==> src/hw/cpu_ops_defines.svh <==
// opcode encodings, cycle counts and reset values for the return/rotate/flag core
// assumes inclusion by bare name from the core's module file
`ifndef CPU_OPS_DEFINES_SVH
`define CPU_OPS_DEFINES_SVH
`define OP_PULL_ST    8'h28
`define OP_IRET       8'h40
`define OP_SRET       8'h60
`define OP_ROTL_ACC   8'h2A
`define OP_ROTL_ZP    8'h26
`define OP_ROTR_ACC   8'h6A
`define OP_ROTR_ZP    8'h66
`define OP_NIB_ZP     8'h82
`define OP_SUB_IMM    8'hE9
`define OP_SUB_ZP     8'hE5
`define OP_C_FORCE    8'h38
`define OP_D_FORCE    8'hF8
`define OP_I_FORCE    8'h78
`define OP_T_FORCE    8'h32
`define OP_BSET_A_LO  5'h0B
`define OP_BSET_Z_LO  5'h0F
`define CYC_PULL      4'h4
`define CYC_IRET      4'h6
`define CYC_SRET      4'h6
`define CYC_ROT_ACC   4'h2
`define CYC_ROT_ZP    4'h5
`define CYC_NIB       4'h8
`define CYC_SUB_IMM   4'h2
`define CYC_SUB_ZP    4'h3
`define CYC_T_EXTRA   4'h3
`define CYC_BSET_A    4'h2
`define CYC_BSET_Z    4'h5
`define CYC_FLAG      4'h2
`define CYC_OTHER     4'h2
`define RESET_PC      16'h0000
`define RESET_S       8'hFF
`define RESET_PS      8'h04
`define STACK_PAGE    8'h01
`define ZERO_PAGE     8'h00
`endif

==> src/hw/cpu_ops_pkg.sv <==
// types shared by the return/rotate/flag core and its bench
// assumes the defines header is on the include path
package cpu_ops_pkg;
  typedef struct packed {
    logic n;
    logic v;
    logic t;
    logic b;
    logic d;
    logic i;
    logic z;
    logic c;
  } ps_t;
  typedef struct packed {
    logic        rd;
    logic        wr;
    logic [15:0] addr;
    logic [7:0]  wdata;
  } mem_req_t;
  typedef struct packed {
    logic        en;
    logic [15:0] pc;
    logic [7:0]  a;
    logic [7:0]  x;
    logic [7:0]  s;
    ps_t         ps;
  } preload_t;
  typedef enum logic [3:0] {
    K_NOP, K_PULL, K_IRET, K_SRET, K_ROTA, K_ROTZ,
    K_NIB, K_SUB, K_BSET_A, K_BSET_Z, K_FLAG
  } kind_t;
endpackage

==> src/hw/cpu_return_rotate_flag_ops.sv <==
// core executing stack returns, rotates, subtract with borrow, bit and flag sets
// assumes a same-clock memory whose read data is valid in the cycle it is addressed
//
// Overview of operation
// RQ1 - the pull-status opcode bumps the stack pointer then loads status from the stack in 4 cycles.
// RQ2 - rotate left moves bit 7 to carry and carry to bit 0, 2 cycles on A and 5 on zero page.
// RQ3 - rotate right moves bit 0 to carry and carry to bit 7, 2 cycles on A and 5 on zero page.
// RQ4 - the nibble rotate swaps the halves of a zero-page byte in 8 cycles over 2 bytes.
// RQ5 - interrupt return pops status, low and high program counter, pre-incrementing S, in 6 cycles.
// RQ6 - subroutine return pops low then high program counter, pre-incrementing S, in 6 cycles.
// RQ7 - with the X-mode flag clear, subtract with borrow puts A minus operand minus not-carry in A.
// RQ8 - with the X-mode flag set, subtract with borrow updates the byte at X and leaves A alone.
// RQ9 - with the X-mode flag set, subtract with borrow takes three extra cycles.
// RQ10 - bit set forces the opcode-selected bit of A or a zero-page byte to one.
// RQ11 - the carry set opcode forces carry to one in 2 cycles.
// RQ12 - the decimal set opcode forces the decimal flag to one in 2 cycles.
// RQ13 - the interrupt-mask set opcode forces the interrupt disable flag to one in 2 cycles.
// RQ14 - the X-mode set opcode forces the X-mode flag so a later subtract with borrow works on the byte at X.
// RQ15 - rotates update negative, zero and carry, and subtract with borrow also overflow; the nibble rotate leaves every flag unchanged.
`include "cpu_ops_defines.svh"
`timescale 1ns/1ns
`default_nettype none
module cpu_return_rotate_flag_ops
  import cpu_ops_pkg::*;
#(
  parameter logic [15:0] RESET_PC   = `RESET_PC,
  parameter logic [7:0]  STACK_PAGE = `STACK_PAGE
) (
  input  wire logic        CLK,
  input  wire logic        RST,
  input  wire logic [7:0]  MEM_RDATA,
  output var  mem_req_t    MEM_REQ,
  input  wire preload_t    PRELOAD,
  output logic             SYNC,
  output logic [15:0]      PC_OUT,
  output logic [7:0]       A_OUT,
  output logic [7:0]       X_OUT,
  output logic [7:0]       S_OUT,
  output ps_t              PS_OUT
);

  function automatic kind_t kind_of(input logic [7:0] op);
    case (op)
      `OP_PULL_ST: kind_of = K_PULL;
      `OP_IRET: kind_of = K_IRET;
      `OP_SRET: kind_of = K_SRET;
      `OP_ROTL_ACC, `OP_ROTR_ACC: kind_of = K_ROTA;
      `OP_ROTL_ZP, `OP_ROTR_ZP: kind_of = K_ROTZ;
      `OP_NIB_ZP: kind_of = K_NIB;
      `OP_SUB_IMM, `OP_SUB_ZP: kind_of = K_SUB;
      `OP_C_FORCE, `OP_D_FORCE, `OP_I_FORCE, `OP_T_FORCE: kind_of = K_FLAG;
      // unknown opcodes fall through as two-cycle no-ops
      default: begin
        if (op[4:0] == `OP_BSET_A_LO) kind_of = K_BSET_A;
        else if (op[4:0] == `OP_BSET_Z_LO) kind_of = K_BSET_Z;
        else kind_of = K_NOP;
      end
    endcase
  endfunction

  function automatic logic [3:0] cyc_len(input logic [7:0] op, input logic t);
    case (op)
      `OP_PULL_ST: cyc_len = `CYC_PULL; // RQ1
      `OP_IRET: cyc_len = `CYC_IRET; // RQ5
      `OP_SRET: cyc_len = `CYC_SRET; // RQ6
      `OP_ROTL_ACC, `OP_ROTR_ACC: cyc_len = `CYC_ROT_ACC; // RQ2
      `OP_ROTL_ZP, `OP_ROTR_ZP: cyc_len = `CYC_ROT_ZP; // RQ3
      `OP_NIB_ZP: cyc_len = `CYC_NIB; // RQ4
      `OP_SUB_IMM: cyc_len = t ? `CYC_SUB_IMM + `CYC_T_EXTRA : `CYC_SUB_IMM; // RQ9
      `OP_SUB_ZP: cyc_len = t ? `CYC_SUB_ZP + `CYC_T_EXTRA : `CYC_SUB_ZP; // RQ9
      `OP_C_FORCE, `OP_D_FORCE, `OP_I_FORCE, `OP_T_FORCE: cyc_len = `CYC_FLAG;
      default: begin
        if (op[4:0] == `OP_BSET_A_LO) cyc_len = `CYC_BSET_A;
        else if (op[4:0] == `OP_BSET_Z_LO) cyc_len = `CYC_BSET_Z; // RQ10
        else cyc_len = `CYC_OTHER;
      end
    endcase
  endfunction

  // returns {carry out, result}
  function automatic logic [8:0] rot(input logic left, input logic [7:0] v, input logic c);
    if (left) rot = {v[7], v[6:0], c}; // RQ2
    else rot = {v[0], c, v[7:1]}; // RQ3
  endfunction

  // returns {carry out, overflow, result}; binary only
  function automatic logic [9:0] subtract_borrow_op(input logic [7:0] m, input logic [7:0] s, input logic c);
    logic [8:0] d;
    logic       ov;
    d = {1'b0, m} - {1'b0, s} - {8'h00, ~c};
    ov = (m[7] ^ s[7]) & (m[7] ^ d[7]);
    // a borrow shows as a clear carry
    subtract_borrow_op = {~d[8], ov, d[7:0]};
  endfunction

  logic [3:0]  cyc_q;
  logic [3:0]  len_q;
  logic [7:0]  op_q;
  kind_t       kind_q;
  logic        tm_q;
  logic [15:0] pc_q;
  logic [7:0]  a_q;
  logic [7:0]  x_q;
  logic [7:0]  s_q;
  ps_t         ps_q;
  logic [7:0]  zp_q;
  logic [7:0]  tmp_q;
  logic [7:0]  aux_q;
  mem_req_t    req;

  logic        run;
  logic        last;
  logic        two_byte;
  logic [3:0]  sub_k;
  logic        stk_rd;
  logic        zp_rd;
  logic        mx_rd;
  logic        zp_wr;
  logic        mx_wr;
  logic        sub_now;
  logic        rot_left;
  logic [8:0]  rot_r;
  logic [9:0]  sub_r;
  logic [7:0]  bset_r;
  logic [7:0]  zp_data;

  // a held core issues no access and reloads PC, A, X, S and status from the preload on each edge
  assign run = ~PRELOAD.en;
  assign last = cyc_q == len_q - 4'h1;
  assign two_byte = kind_q inside {K_ROTZ, K_NIB, K_SUB, K_BSET_Z};
  assign sub_k = (op_q == `OP_SUB_ZP) ? 4'h2 : 4'h1;
  // each stack read sits one cycle after the pointer bump that addresses it
  assign stk_rd = (kind_q == K_PULL && cyc_q == 4'h3)
               || (kind_q == K_IRET && cyc_q >= 4'h3 && cyc_q <= 4'h5)
               || (kind_q == K_SRET && (cyc_q == 4'h3 || cyc_q == 4'h4));
  assign zp_rd = cyc_q == 4'h2
              && (kind_q inside {K_ROTZ, K_NIB, K_BSET_Z}
                  || (kind_q == K_SUB && op_q == `OP_SUB_ZP));
  // x-mode subtract reads the byte at X after the operand, then writes it back
  assign mx_rd = kind_q == K_SUB && tm_q && cyc_q == sub_k + 4'h1;
  assign mx_wr = kind_q == K_SUB && tm_q && cyc_q == sub_k + 4'h2; // RQ8
  assign zp_wr = (kind_q inside {K_ROTZ, K_BSET_Z} && cyc_q == 4'h4)
              || (kind_q == K_NIB && cyc_q == 4'h7);
  assign sub_now = kind_q == K_SUB && (tm_q ? mx_wr : cyc_q == sub_k);
  assign rot_left = op_q == `OP_ROTL_ACC || op_q == `OP_ROTL_ZP;
  // one rotator serves both the accumulator and the zero-page byte
  assign rot_r = rot(rot_left, (kind_q == K_ROTA) ? a_q : tmp_q, ps_q.c);
  // limitation: decimal mode does not adjust the difference
  // RQ7 RQ8
  assign sub_r = subtract_borrow_op(tm_q ? aux_q : a_q, tm_q ? tmp_q : MEM_RDATA, ps_q.c);
  // RQ10
  assign bset_r = ((kind_q == K_BSET_A) ? a_q : tmp_q) | (8'h01 << op_q[7:5]);
  assign zp_data = (kind_q == K_NIB) ? {tmp_q[3:0], tmp_q[7:4]} // RQ4
                 : (kind_q == K_ROTZ) ? rot_r[7:0] : bset_r;

  // memory requests are combinational so that reads land in the same cycle
  always_comb begin
    req = '0;
    if (run) begin
      if (cyc_q == 4'h0 || (cyc_q == 4'h1 && two_byte)) begin
        req.rd = 1'b1;
        req.addr = pc_q;
      end else if (stk_rd) begin
        req.rd = 1'b1;
        req.addr = {STACK_PAGE, s_q};
      end else if (zp_rd) begin
        req.rd = 1'b1;
        req.addr = {`ZERO_PAGE, zp_q};
      end else if (mx_rd) begin
        req.rd = 1'b1;
        req.addr = {`ZERO_PAGE, x_q};
      end else if (zp_wr) begin
        req.wr = 1'b1;
        req.addr = {`ZERO_PAGE, zp_q};
        req.wdata = zp_data;
      end else if (mx_wr) begin
        req.wr = 1'b1;
        req.addr = {`ZERO_PAGE, x_q};
        req.wdata = sub_r[7:0]; // RQ8
      end
    end
  end
  assign MEM_REQ = req;
  assign SYNC = run && cyc_q == 4'h0;

  // sequencer: every opcode runs a fixed cycle count taken at fetch
  always_ff @(posedge CLK or posedge RST) begin
    if (RST) begin
      cyc_q <= 4'h0;
      len_q <= `CYC_OTHER;
      op_q <= 8'h00;
      kind_q <= K_NOP;
      tm_q <= 1'b0;
    end else if (!run) begin
      cyc_q <= 4'h0;
    end else if (cyc_q == 4'h0) begin
      op_q <= MEM_RDATA;
      kind_q <= kind_of(MEM_RDATA);
      len_q <= cyc_len(MEM_RDATA, ps_q.t);
      // latching T at fetch keeps the length fixed once an instruction starts
      tm_q <= ps_q.t; // RQ14
      cyc_q <= 4'h1;
    end else if (last) begin
      cyc_q <= 4'h0;
    end else begin
      cyc_q <= cyc_q + 4'h1;
    end
  end

  always_ff @(posedge CLK or posedge RST) begin
    if (RST) begin
      pc_q <= RESET_PC;
    end else if (!run) begin
      pc_q <= PRELOAD.pc;
    end else if (cyc_q == 4'h0 || (cyc_q == 4'h1 && two_byte)) begin
      pc_q <= pc_q + 16'h0001;
    // popped bytes go straight into the counter; no increment follows
    end else if ((kind_q == K_IRET && cyc_q == 4'h4) || (kind_q == K_SRET && cyc_q == 4'h3)) begin
      pc_q[7:0] <= MEM_RDATA; // RQ5 RQ6
    end else if ((kind_q == K_IRET && cyc_q == 4'h5) || (kind_q == K_SRET && cyc_q == 4'h4)) begin
      pc_q[15:8] <= MEM_RDATA; // RQ5 RQ6
    end
  end

  // stack pointer is bumped before each pop read
  always_ff @(posedge CLK or posedge RST) begin
    if (RST) begin
      s_q <= `RESET_S;
    end else if (!run) begin
      s_q <= PRELOAD.s;
    end else if ((kind_q inside {K_PULL, K_IRET, K_SRET} && cyc_q == 4'h2)
              || (kind_q == K_IRET && (cyc_q == 4'h3 || cyc_q == 4'h4))
              || (kind_q == K_SRET && cyc_q == 4'h3)) begin
      s_q <= s_q + 8'h01; // RQ1 RQ5 RQ6
    end
  end

  // accumulator writers never meet: each is gated by its own kind, and only one kind runs at a time
  always_ff @(posedge CLK or posedge RST) begin
    if (RST) begin
      a_q <= 8'h00;
      x_q <= 8'h00;
    end else if (!run) begin
      a_q <= PRELOAD.a;
      x_q <= PRELOAD.x;
    end else if (kind_q == K_ROTA && cyc_q == 4'h1) begin
      a_q <= rot_r[7:0]; // RQ2 RQ3
    end else if (kind_q == K_BSET_A && cyc_q == 4'h1) begin
      a_q <= bset_r; // RQ10
    end else if (sub_now && !tm_q) begin
      a_q <= sub_r[7:0]; // RQ7
    end
  end

  // operand latches: tmp holds the fetched byte, aux the byte at X
  always_ff @(posedge CLK or posedge RST) begin
    if (RST) begin
      zp_q <= 8'h00;
      tmp_q <= 8'h00;
      aux_q <= 8'h00;
    end else if (run) begin
      if (cyc_q == 4'h1 && two_byte) zp_q <= MEM_RDATA;
      if (zp_rd || (kind_q == K_SUB && tm_q && cyc_q == sub_k)) tmp_q <= MEM_RDATA;
      if (mx_rd) aux_q <= MEM_RDATA;
    end
  end

  // status: a pulled byte wins, then flag sets, then rotate and subtract results
  always_ff @(posedge CLK or posedge RST) begin
    if (RST) begin
      ps_q <= `RESET_PS;
    end else if (!run) begin
      ps_q <= PRELOAD.ps;
    end else if ((kind_q inside {K_PULL, K_IRET}) && cyc_q == 4'h3) begin
      ps_q <= MEM_RDATA; // RQ1 RQ5
    end else if (kind_q == K_FLAG && cyc_q == 4'h1) begin
      if (op_q == `OP_C_FORCE) ps_q.c <= 1'b1; // RQ11
      if (op_q == `OP_D_FORCE) ps_q.d <= 1'b1; // RQ12
      if (op_q == `OP_I_FORCE) ps_q.i <= 1'b1; // RQ13
      if (op_q == `OP_T_FORCE) ps_q.t <= 1'b1; // RQ14
    end else if ((kind_q == K_ROTA && cyc_q == 4'h1) || (kind_q == K_ROTZ && cyc_q == 4'h4)) begin
      ps_q.n <= rot_r[7]; // RQ15
      ps_q.z <= rot_r[7:0] == 8'h00;
      ps_q.c <= rot_r[8];
    end else if (sub_now) begin
      ps_q.n <= sub_r[7]; // RQ15
      ps_q.z <= sub_r[7:0] == 8'h00;
      ps_q.v <= sub_r[8];
      ps_q.c <= sub_r[9];
    end
  end

  // outputs are the registers themselves, so they move only on a clock edge or an asynchronous reset
  assign PC_OUT = pc_q;
  assign A_OUT = a_q;
  assign X_OUT = x_q;
  assign S_OUT = s_q;
  assign PS_OUT = ps_q;

endmodule
`default_nettype wire

==> config.mk <==
export PLATFORM = sky130hd
export DESIGN_NAME = cpu_return_rotate_flag_ops
export DESIGN_NICKNAME = d
export VERILOG_FILES = /design/src/hw/cpu_ops_pkg.sv /design/src/hw/cpu_return_rotate_flag_ops.sv
export VERILOG_INCLUDE_DIRS = /design/src /design/src/hw
export SDC_FILE = /design/constraint.sdc
export NUM_CORES = 1
export LEC_CHECK = 0
export BUFFER_PORTS_ARGS = -buffer_cell sky130_fd_sc_hd__buf_2
export CORE_ASPECT_RATIO = 2
export CORE_MARGIN = 5
export CORE_UTILIZATION = 45
export DETAILED_ROUTE_END_ITERATION = 7
export PLACE_DENSITY = 0.72
export SYNTH_ARGS = -nofsm -noshare
export SYNTH_HDL_FRONTEND = slang
export SYNTH_SLANG_ARGS = --single-unit
==> constraint.sdc <==
create_clock -name CLK -period 6.41 [get_ports CLK]
set_input_delay 0.3205 -clock CLK [delete_from_list [all_inputs] [get_ports CLK]]
set_output_delay 0.3205 -clock CLK [all_outputs]
set_load 0.02 [all_outputs]
==> run metrics, run 1 <==
largest net degree at the start of global routing=73; gp weighted congestion=1.00; CP Data Required Time=6090 ps; I/O Buffers=133; slowest CP cell=dfrtp_1; Vias=7108; Max Cap Viol=0; PD cells=500 nW/um^2; pins over their slew limit=0; Synth area leader=dfrtp_1; filler instances=1584; total core area=15800 sq um; H-tree Lvls=3; HP Class=input port to register; commonest non-fill, non-tap cells in the layout=buf_2, nand2_1, dfrtp_1, a21oi_1, nor2_1; DR iter-0 viols=approximately 430; Synth Flop Type=dfrtp_1; run status=finished clean; Post-DP HPWL=slightly below 20 mm; kind of critical path=register to output port; final hold vios=0; Startpoint Class=register; Tot GR Track Use=between 20 and 30%; yosys warns=0; Adder-Cell Fraction of Synth Area=3.86%; ANT cells=0; Final ANT Viol Nets=0; Post-synth EDFFs=0; sequential cell area=~2300 sq um; LEAKAGE=3.60 nW; Highest Clock Rate=around 250 MHz; initial antenna violation count=0; synthesized cell area=7190 sq um; CTS Buf Count=9; synth unique cells=84; cts hold-fix bufs=1; Via density=6.11; Worst path max stage delay=~940 ps; Avg Cell Area, Syn=8.33 sq um; Post-CTS Setup Bufs=0; Mapped Cells=863; setup TNS=0 ps; Tcrit/Tclk final=a little under two thirds; Clock Path Buffers=2; clock slew at reported path FFs=about 70 ps; Slew @ Worst Pin=1050 ps; reg2reg path depth=11; Die ar.=18800 sq um; Rel. slew slack=29.8%; # setup viols final=0; # rows=65; vias in the first global route=around 7200; cts repair resizes=0; Tmin final=4070 ps; worst path cell trace=mux2_2 > ha_1 > inv_1 > ha_1 > a21bo_2 > a211oi_1 > xor2_1 > nor2_1 > a211oi_1 > buf_2; DR DRC count=0; insertion delay to the later sink of the worst-skew pair=~360 ps; mux share of post-synthesis cell area=between 10% and 20%; Nets=1037; Post-Syn Nets=943; TritonRoute pass-1 iters=5; Area Overhead vs Synth=13.8%; CP Capture Type=output port; Initial Utilization=a little under half; register area share after synthesis=between 30 and 40%; Post-Synth Simple-Gate Area=21.5%; clock sink count=between 90 and 100; Yosys reg bits=93; Crit Path Max Fanout=20; final hold slack=168 ps; I/O pins=134; first-pass GRT wire length=between 40 and 50 mm; DIE WIDTH=99.4 microns; XOR/XNOR Fraction of Synth Area=4.61%; Overflow after GRT=0; combined area of the multi-input logic cells=about 4400 sq um; post-synth top area share=28.9%; routed len/inst=22.7 microns; clk_skew=approximately 10 ps; die height=between 150 and 200 microns; WHS Path Cells=3; CP arrival=3750 ps; clk root buf=clkbuf_16; final wirelength=roughly 26 mm; RSZ-0062 raised after global routing=no; layout cells sized above 1=approximately a quarter; Worst VDD drop=260 uV; asr flop ratio synth=100%; commonest non-fill, non-tap cell in the layout=buf_2; combinational family with the most area after synthesis=simple AND/OR/NAND/NOR gates; synth top area cells=dfrtp_1, mux2_2, a21oi_1; CTS tree=yes; Synth Area in Compound Gates=21.0%
==> final timing paths <==
kind / startpoint / end / slack (ps)
max in group asynchronous: RST / PS_OUT[7] / 4700
max reg2reg: tm_q / PS_OUT[0] / 2800
min: PRELOAD[13] / S_OUT[5] / 170
min in group asynchronous: RST / aux_q[2] / 460
max: tm_q / MEM_REQ[6] / 2340
min reg2reg: aux_q[3] / aux_q[3] / 510
==> cells in the mapped netlist (all sizes together), types with 3 or more instances <==
library cell,n
dfrtp,83
inv,34
a21oi,84
o211ai,8
and3b,3
nand3,21
nor3,19
nand4,9
and3,17
mux2,45
a21o,7
o21ai,52
dfstp,10
xnor2,20
nand2b,11
nor4,4
xor2,17
ha,19
nor2,84
nand2,106
nor2b,11
o31ai,4
o21bai,3
clkbuf,32
and2,4
a32oi,4
a221oi,7
o22ai,5
nor3b,8
and4,3
a31oi,9
nor4b,4
buf,26
a211oi,27
mux2i,23
==> report_power, final <==
part           leakage [nW]  switching [mW]  internal [mW]
combinational          2.33            1.44          0.929
sequential             1.12           0.386          0.778
clock                 0.147           0.247          0.306
==> state kept, by name (all words and copies together), names as in the netlist <==
| name | flops |
|---|---|
| A_OUT | 8 |
| PC_OUT | 16 |
| PS_OUT | 8 |
| S_OUT | 8 |
| X_OUT | 8 |
| aux_q | 8 |
| cyc_q | 4 |
| kind_q | 4 |
| len_q | 4 |
| op_q | 8 |
| tm_q | 1 |
| tmp_q | 8 |
| zp_q | 8 |
==> layout make-up <==
type	count	area share, %
inverter	34	1.59
tap	201	3.08
timing repair buffer	141	8.90
sequential	93	28.6
clock buffer	10	2.80
multi-input combinational	678	54.2
clock inverter	6	0.857
==> routing by layer <==
metal  vias up  track usage (%)  part of all wire, %
met3       129             3.71                  5.4
met5         -                0                    0
met4         0             19.5                  7.9
li1       3280                -                    -
met2       318             51.7                   53
met1      3381             27.9                   34
==> critical path: cells and delay by family, from the launching register on <==
family | cells | cell delay [ps]
xor gates and xnor gates | 1 | 270
AOI/OAI and AO/OA | 3 | 850
buffers and inverters | 2 | 240
muxes | 1 | 410
DFF | 1 | 940
and+or+nand+nor | 1 | 70
adders and majority gates | 2 | 620
==> logic make-up (layout without fill, tap and decap cells) <==
family | count (synthesis) | in the layout
flops | 93 | 93
compound gates | 237 | 237
buf+inv | 92 | 191
simple gates | 315 | 315
xor+xnor | 37 | 37
fa+ha+maj | 21 | 21
mux | 68 | 68
==> per-stage QoR <==
stage,setup slack (ps),cells,power [mW],area [sq um],utilization [%]
after floorplan,2820,863,2.77,7190,-
after global placement,2750,1146,3.48,7870,49.9
after detailed placement,2740,1146,3.50,7870,49.9
after CTS,2360,1163,4.06,8180,51.8
after global routing,2110,1163,4.36,8180,51.8
final,2340,1163,4.09,8180,51.8
(Power assumes the default switching activity.)
==> run 2, diff against run 1 <==
clock period = 4 ns   (was 6.41 ns; I/O delays follow)
==> run 2 against run 1 <==
Net effect: the flow now finishes with violations (negative hold slack); global-route usage grew 1.1 points; via count grew 1.5%; power is 62% higher; critical path type unchanged; highest routed layer unchanged; critical path depth up 1; sequential power grew 57%; largest cell class unchanged; clock skew rose by 4.7 ps; die area did not move.
==> run metrics, run 2 (synthesis gave the netlist of run 1 again) <==
Post-CTS Setup Bufs=0 (unchanged); HP Class=input port to async pin; PD cells=799 nW/um^2 (+60%); max reg flops=16 (unchanged); TritonRoute pass-1 iters=5 (unchanged); commonest non-fill, non-tap cell in the layout=buf_2; Max Cap Viol=0 (unchanged); Tmin final=3780 ps; post-layout power=6.62 mW (+62%); I/O Buffers=133 (unchanged); CTS tree=yes; Area Overhead vs Synth=15.4%; GR Util met3=4.48% (+0.78 points); reg2reg path depth=12 (+1); met2 usage=50.2% (-1.6 points); total core area=15800 sq um (unchanged); clk_skew=15.2 ps (+4.75 ps); Vias=7212 (+1.5%); cts hold-fix bufs=0 (-1); run status=finished with violations; met1 Use GR=29.7% (+1.8 points); CTS Buf Count=9 (unchanged); Final ANT Viol Nets=0 (unchanged); Tot GR Track Use=29.0% (+1.1 points); Setup WS pre-CTS=626 ps (-2120 ps); Rel. slew slack=22.6% (-7.1 points); kind of critical path=register to output port; CP Capture Type=output port; Nets=1051 (+1.4%); Worst VDD drop=338 uV (+30%); largest net degree at the start of global routing=60 (-18%); LEAKAGE=3.68 nW (+2.2%); final core utilization=52.5% (+0.71 points); RR Startpoint=tm_q; register-to-register path setup slack=540 ps (-2260 ps); Highest Clock Rate=around 260 MHz; commonest non-fill, non-tap cells in the layout=buf_2, nand2_1, dfrtp_1, a21oi_1, nor2_1; # rows=65 (unchanged); Via density=6.13 (+0.26%); insertion delay to the later sink of the worst-skew pair=360 ps (about the same); first-pass GRT wire length=41.6 mm (+3.6%); clock slew at reported path FFs=80 ps (about the same); Tcrit/Tclk final=a little over nine tenths; I/O pins=134 (unchanged); RSZ-0062 raised after global routing=no; vias in the first global route=7398 (+2.2%); Startpoint Class=register; CP Data Required Time=3800 ps (-2290 ps); routed len/inst=23.0 microns (+1.6%); Clock Path Buffers=2 (unchanged); Die ar.=18800 sq um (unchanged); initial antenna violation count=0 (unchanged); final hold slack=-27.8 ps (-195 ps); Crit Path Max Fanout=12 (-40%); gr busiest metal=met2; Slew @ Worst Pin=1160 ps (+112 ps); H-tree Lvls=3 (unchanged); fin area=8290 sq um (+1.4%); # setup viols final=0 (unchanged); final wirelength=27.1 mm (+2.8%); Post-DP HPWL=21.0 mm (+5.9%); setup TNS=0 ps (unchanged); worst path cell trace=buf_4 > mux2_2 > ha_1 > inv_1 > ha_1 > nor3_1 > a211oi_1 > xor2_1 > nor2_1 > a211oi_1 > buf_2; DIE WIDTH=99.4 microns (unchanged); area of placed instances=7970 sq um (+1.3%); cts repair resizes=0 (unchanged); ANT cells=0 (unchanged); Worst path max stage delay=650 ps (-290 ps); CP arrival=3580 ps (-170 ps); layout cells sized above 1=25.6% (+1.3 points); final hold vios=25 (+25); Setup WS post-layout=219 ps (-2120 ps); Initial Utilization=45.6% (unchanged); DR iter-0 viols=491 (+15%); clk root buf=clkbuf_16; filler instances=1580 (-0.25%); clock sink count=93 (unchanged); die height=189 microns (unchanged); RR Endpoint=A_OUT[6]; DR DRC count=0 (unchanged); pins over their slew limit=0 (unchanged); failing checks=negative hold slack; Overflow after GRT=0 (unchanged); gp weighted congestion=1.08 (+8.0%); slowest CP cell=dfrtp_1
[run 2: layer usage]
layer	share of wire, %	vias to the layer above	wire (microns)
li1	-	3313	-
met1	34	3426	9150
met2	51	344	13700
met3	6.0	129	1630
met4	9.6	0	2600
met5	0	-	0
[run 2: report_power, final]
part | internal, mW | total [mW] | switching [mW] | leakage (nW)
logic | 1.51 | 3.87 | 2.36 | 2.40
registers | 1.25 | 1.82 | 0.573 | 1.12
clock network | 0.526 | 0.933 | 0.407 | 0.157
total | 3.29 | 6.62 | 3.34 | 3.68
[run 2: how the worst max path moves through the flow]
stage          startpoint  cells past startpoint         end  slack, ps
6_report             tm_q                     11  MEM_REQ[6]        220
5_1_grt              tm_q                     11  MEM_REQ[6]         70
4_1_cts              tm_q                     11  MEM_REQ[6]        250
3_5_place_dp         tm_q                     12    A_OUT[6]        630
3_3_place_gp         tm_q                     12    A_OUT[6]        710
2_1_floorplan        tm_q                     11  MEM_REQ[6]        530
[run 2: stage by stage]
stage,std cells,hold slack (ps)
6_report,1177,-27.8
3_5_place_dp,1161,379
5_1_grt,1177,56.1
2_1_floorplan,863,301
4_1_cts,1177,3.79
3_3_place_gp,1161,377
[run 2: final cells by class]
cell class	count	area, sq um	area share, %
Tap cell	201	251	3.03
Inverter	34	130	1.57
Clock buffer	11	253	3.05
Sequential cell	93	2340	28.2
Multi-Input combinational cell	678	4420	53.3
Timing Repair Buffer	155	831	10.0
Clock inverter	5	65.1	0.785
[run 2: worst max-delay path: cells and delay by family, from the launching register on]
family | cells | cell delay, ps
simple gates | 2 | 190
buf+inv | 3 | 560
compound gates | 2 | 580
flops | 1 | 650
xor+xnor | 1 | 320
fa+ha+maj | 2 | 540
mux | 1 | 360
==> run 3, diff against run 2 <==
ABC_AREA = 1   (was default)
==> run 3 against run 2 <==
Net effect: the run now ends clean; routed wire length increased by 8.9%; first-iteration DRC count up 13%; power is 5.7% higher; clock-buffer cell count shrank 1; critical path depth is 4 higher; non-clock buffer count shrank 12; die area grew 2.4%; largest cell class unchanged; register-to-register slack better by 220 ps.
==> run metrics, run 3 <==
pins over their slew limit=0 (unchanged); largest net degree at the start of global routing=71 (+18%); Clock Path Buffers=2 (unchanged); insertion delay to the later sink of the worst-skew pair=360 ps (about the same); DR iter-0 viols=557 (+13%); worst path cell trace=inv_1 > nand2_1 > o21ai_0 > ha_1 > inv_1 > ha_1 > inv_1 > o21ai_0 > nand2_1 > nand3b_1 > xor2_1 > nand2_1 > nand2_1 > nor2_1 > buf_2; H-tree Lvls=3 (unchanged); clock power share=13.4% (-0.7 points); Worst VDD drop=382 uV (+13%); register share of total power=23.8% (-3.7 points); asr flop ratio synth=100% (unchanged); commonest non-fill, non-tap cells in the layout=nand2_1, inv_1, buf_2, o21ai_0, nor2_1; synth unique cells=50 (-40%); clock slew at reported path FFs=70 ps (about the same); final hold slack=38.9 ps (+66.8 ps); kind of critical path=register to output port; synth top area cells=dfrtp_1, nand2_1, o21ai_0; yosys warns=0 (unchanged); cts repair resizes=0 (unchanged); DIE WIDTH=100 microns (+1.1%); synthesized cell area=7370 sq um (+2.6%); CTS tree=yes; Synth area leader=dfrtp_1; Initial Utilization=45.5% (about the same); Tot GR Track Use=31.1% (+2.1 points); DR DRC count=0 (unchanged); Avg Cell Area, Syn=6.38 sq um (-23%); final hold vios=0 (-100%); clock sink count=93 (unchanged); I/O Buffers=133 (unchanged); first-pass GRT wire length=45.3 mm (+9.0%); Max Cap Viol=0 (unchanged); I/O pins=134 (unchanged); CP top delay family=flip-flops; Overflow after GRT=0 (unchanged); Synth Flop Type=dfrtp_1; Tcrit/Tclk final=91.0% (-3.6 points); WHS Path Cells=3; post-synth top area share=28.2% (-0.72 points); RSZ-0062 raised after global routing=no; layout cells sized above 1=16.0% (-9.6 points); fin area=8520 sq um (+2.8%); ANT cells=0 (unchanged); HP Class=input port to register; switching pwr=3.84 mW (+15%); commonest cells in the netlist=nand2_1, inv_1, o21ai_0; slowest CP cell=dfrtp_1; routed len/inst=19.9 microns (-13%); Mapped Cells=1156 (+34%); final core utilization=52.6% (+0.090 points); reg2reg path depth=17 (+5); count leader, synth=nand2_1; Vias=8429 (+17%); gp weighted congestion=1.01 (-6.3%); Post-synth EDFFs=0 (unchanged); Post-Syn Nets=1236 (+31%); Yosys reg bits=93 (unchanged); commonest non-fill, non-tap cell in the layout=nand2_1; Worst path max stage delay=650 ps (about the same); CP Capture Type=output port; # setup viols final=0 (unchanged); TritonRoute pass-1 iters=8 (+3); setup TNS=0 ps (unchanged); # rows=66 (+1.5%); PD cells=822 nW/um^2 (+2.8%); Nets=1352 (+29%); buffers and inverters on the worst path=4 (+1); Via density=5.69 (-7.1%); final wirelength=29.5 mm (+8.9%); Die ar.=19200 sq um (+2.4%); Highest Clock Rate=275 MHz (+3.9%); total core area=16200 sq um (+2.6%); Slew @ Worst Pin=685 ps (-475 ps); Rel. slew slack=54.2% (+32 points); cell mode on critical path=nand2_1; Final ANT Viol Nets=0 (unchanged); CTS Buf Count=9 (unchanged); LEAKAGE=4.48 nW (+22%); clk root buf=clkbuf_16; filler instances=1761 (+11%); vias in the first global route=8680 (+17%); run status=finished clean; Crit Path Max Fanout=21 (+9); initial antenna violation count=0 (unchanged); area of placed instances=8190 sq um (+2.8%); Tmin final=3640 ps (-142 ps); Logic pwr share=62.7% (+4.3 points); Startpoint Class=register; die height=191 microns (+1.2%); Sw Ratio=54.9% (+4.5 points); max reg flops=16 (unchanged); register area share after synthesis=31.7% (-0.81 points); CP arrival=3440 ps (-140 ps); total internal power=3.16 mW (-3.9%); Worst path depth=15 (+4); Post-DP HPWL=23.5 mm (+12%); Area Overhead vs Synth=15.6%; clk_skew=8.86 ps (-6.32 ps); CP Data Required Time=3800 ps (about the same)
==> run 3: logic make-up after synthesis <==
group                      Yosys count  synth area share [%]
AOI/OAI and AO/OA                  229                  17.2
xor gates and xnor gates            21                  2.50
adders and majority gates           21                  3.77
buffers and inverters              181                  9.71
DFF                                 93                  31.7
muxes                                1                 0.153
and+or+nand+nor                    610                  34.9
==> run 3: worst paths after layout <==
path,to,slack [ps],startpoint
min in group asynchronous,cyc_q[0],330,RST
worst max register to register,PS_OUT[1],760,tm_q
worst max-delay path,MEM_REQ[6],360,tm_q
max in group asynchronous,op_q[7],2690,RST
worst min register to register,tmp_q[0],490,tmp_q[0]
worst min-delay path,X_OUT[0],40,PRELOAD[16]
==> run 3: worst register-to-register path, cell delays in order (launching register included) <==
cell      delay (ps)
dfrtp_1          650
inv_1            340
nand2_1          120
o21ai_0          100
ha_1             300
inv_1             40
ha_1             340
inv_1             70
o21ai_0          170
nand2_1           70
nand3b_1         120
xor2_1           390
nand3_1          140
nand2_1          110
nand2_1           60
nand2_1           70
nand2_1           40
nand2_1           50
==> run 3: final cells by class <==
| cell class | instances | area, sq um | share of cell area [%] |
|---|---|---|---|
| clock buffers | 10 | 229 | 2.69 |
| clock inverters | 6 | 86.3 | 1.01 |
| inverters | 143 | 538 | 6.32 |
| multi-input cells | 882 | 4320 | 50.7 |
| flip-flops and latches | 93 | 2340 | 27.5 |
| well taps | 204 | 255 | 3.00 |
| repair buffers | 143 | 756 | 8.87 |
==> run 3: through the flow <==
stage	cells	total power, mW	worst slack, ps
6_report	1481	7.00	362
5_1_grt	1481	7.58	59.7
4_1_cts	1481	6.96	393
3_5_place_dp	1464	6.01	772
3_3_place_gp	1464	5.98	817
2_1_floorplan	1156	4.55	1250
==> run 3: power groups by stage <==
stage	clock [mW]	combinational (mW)	sequential [mW]
final	0.940	4.39	1.67
after global routing	0.980	4.89	1.71
after CTS	0.943	4.36	1.66
after detailed placement	0	4.34	1.67
after global placement	0	4.31	1.67
after floorplan	0	2.80	1.75
==> run 3: routing by layer <==
metal  vias up  share of wire, %  GRT usage [%]
li1       4001                 -              -
met4         0                11           28.4
met1      3874                31           28.4
met5         -                 0              0
met3       174               5.0           4.16
met2       380                53           57.3
==> run 3: repair_timing <==
item / 4_1_cts / 5_1_grt
endpoints found under the hold margin: 16 / 0
hold buffers: 1 / 0
setup buffers: 0 / 0
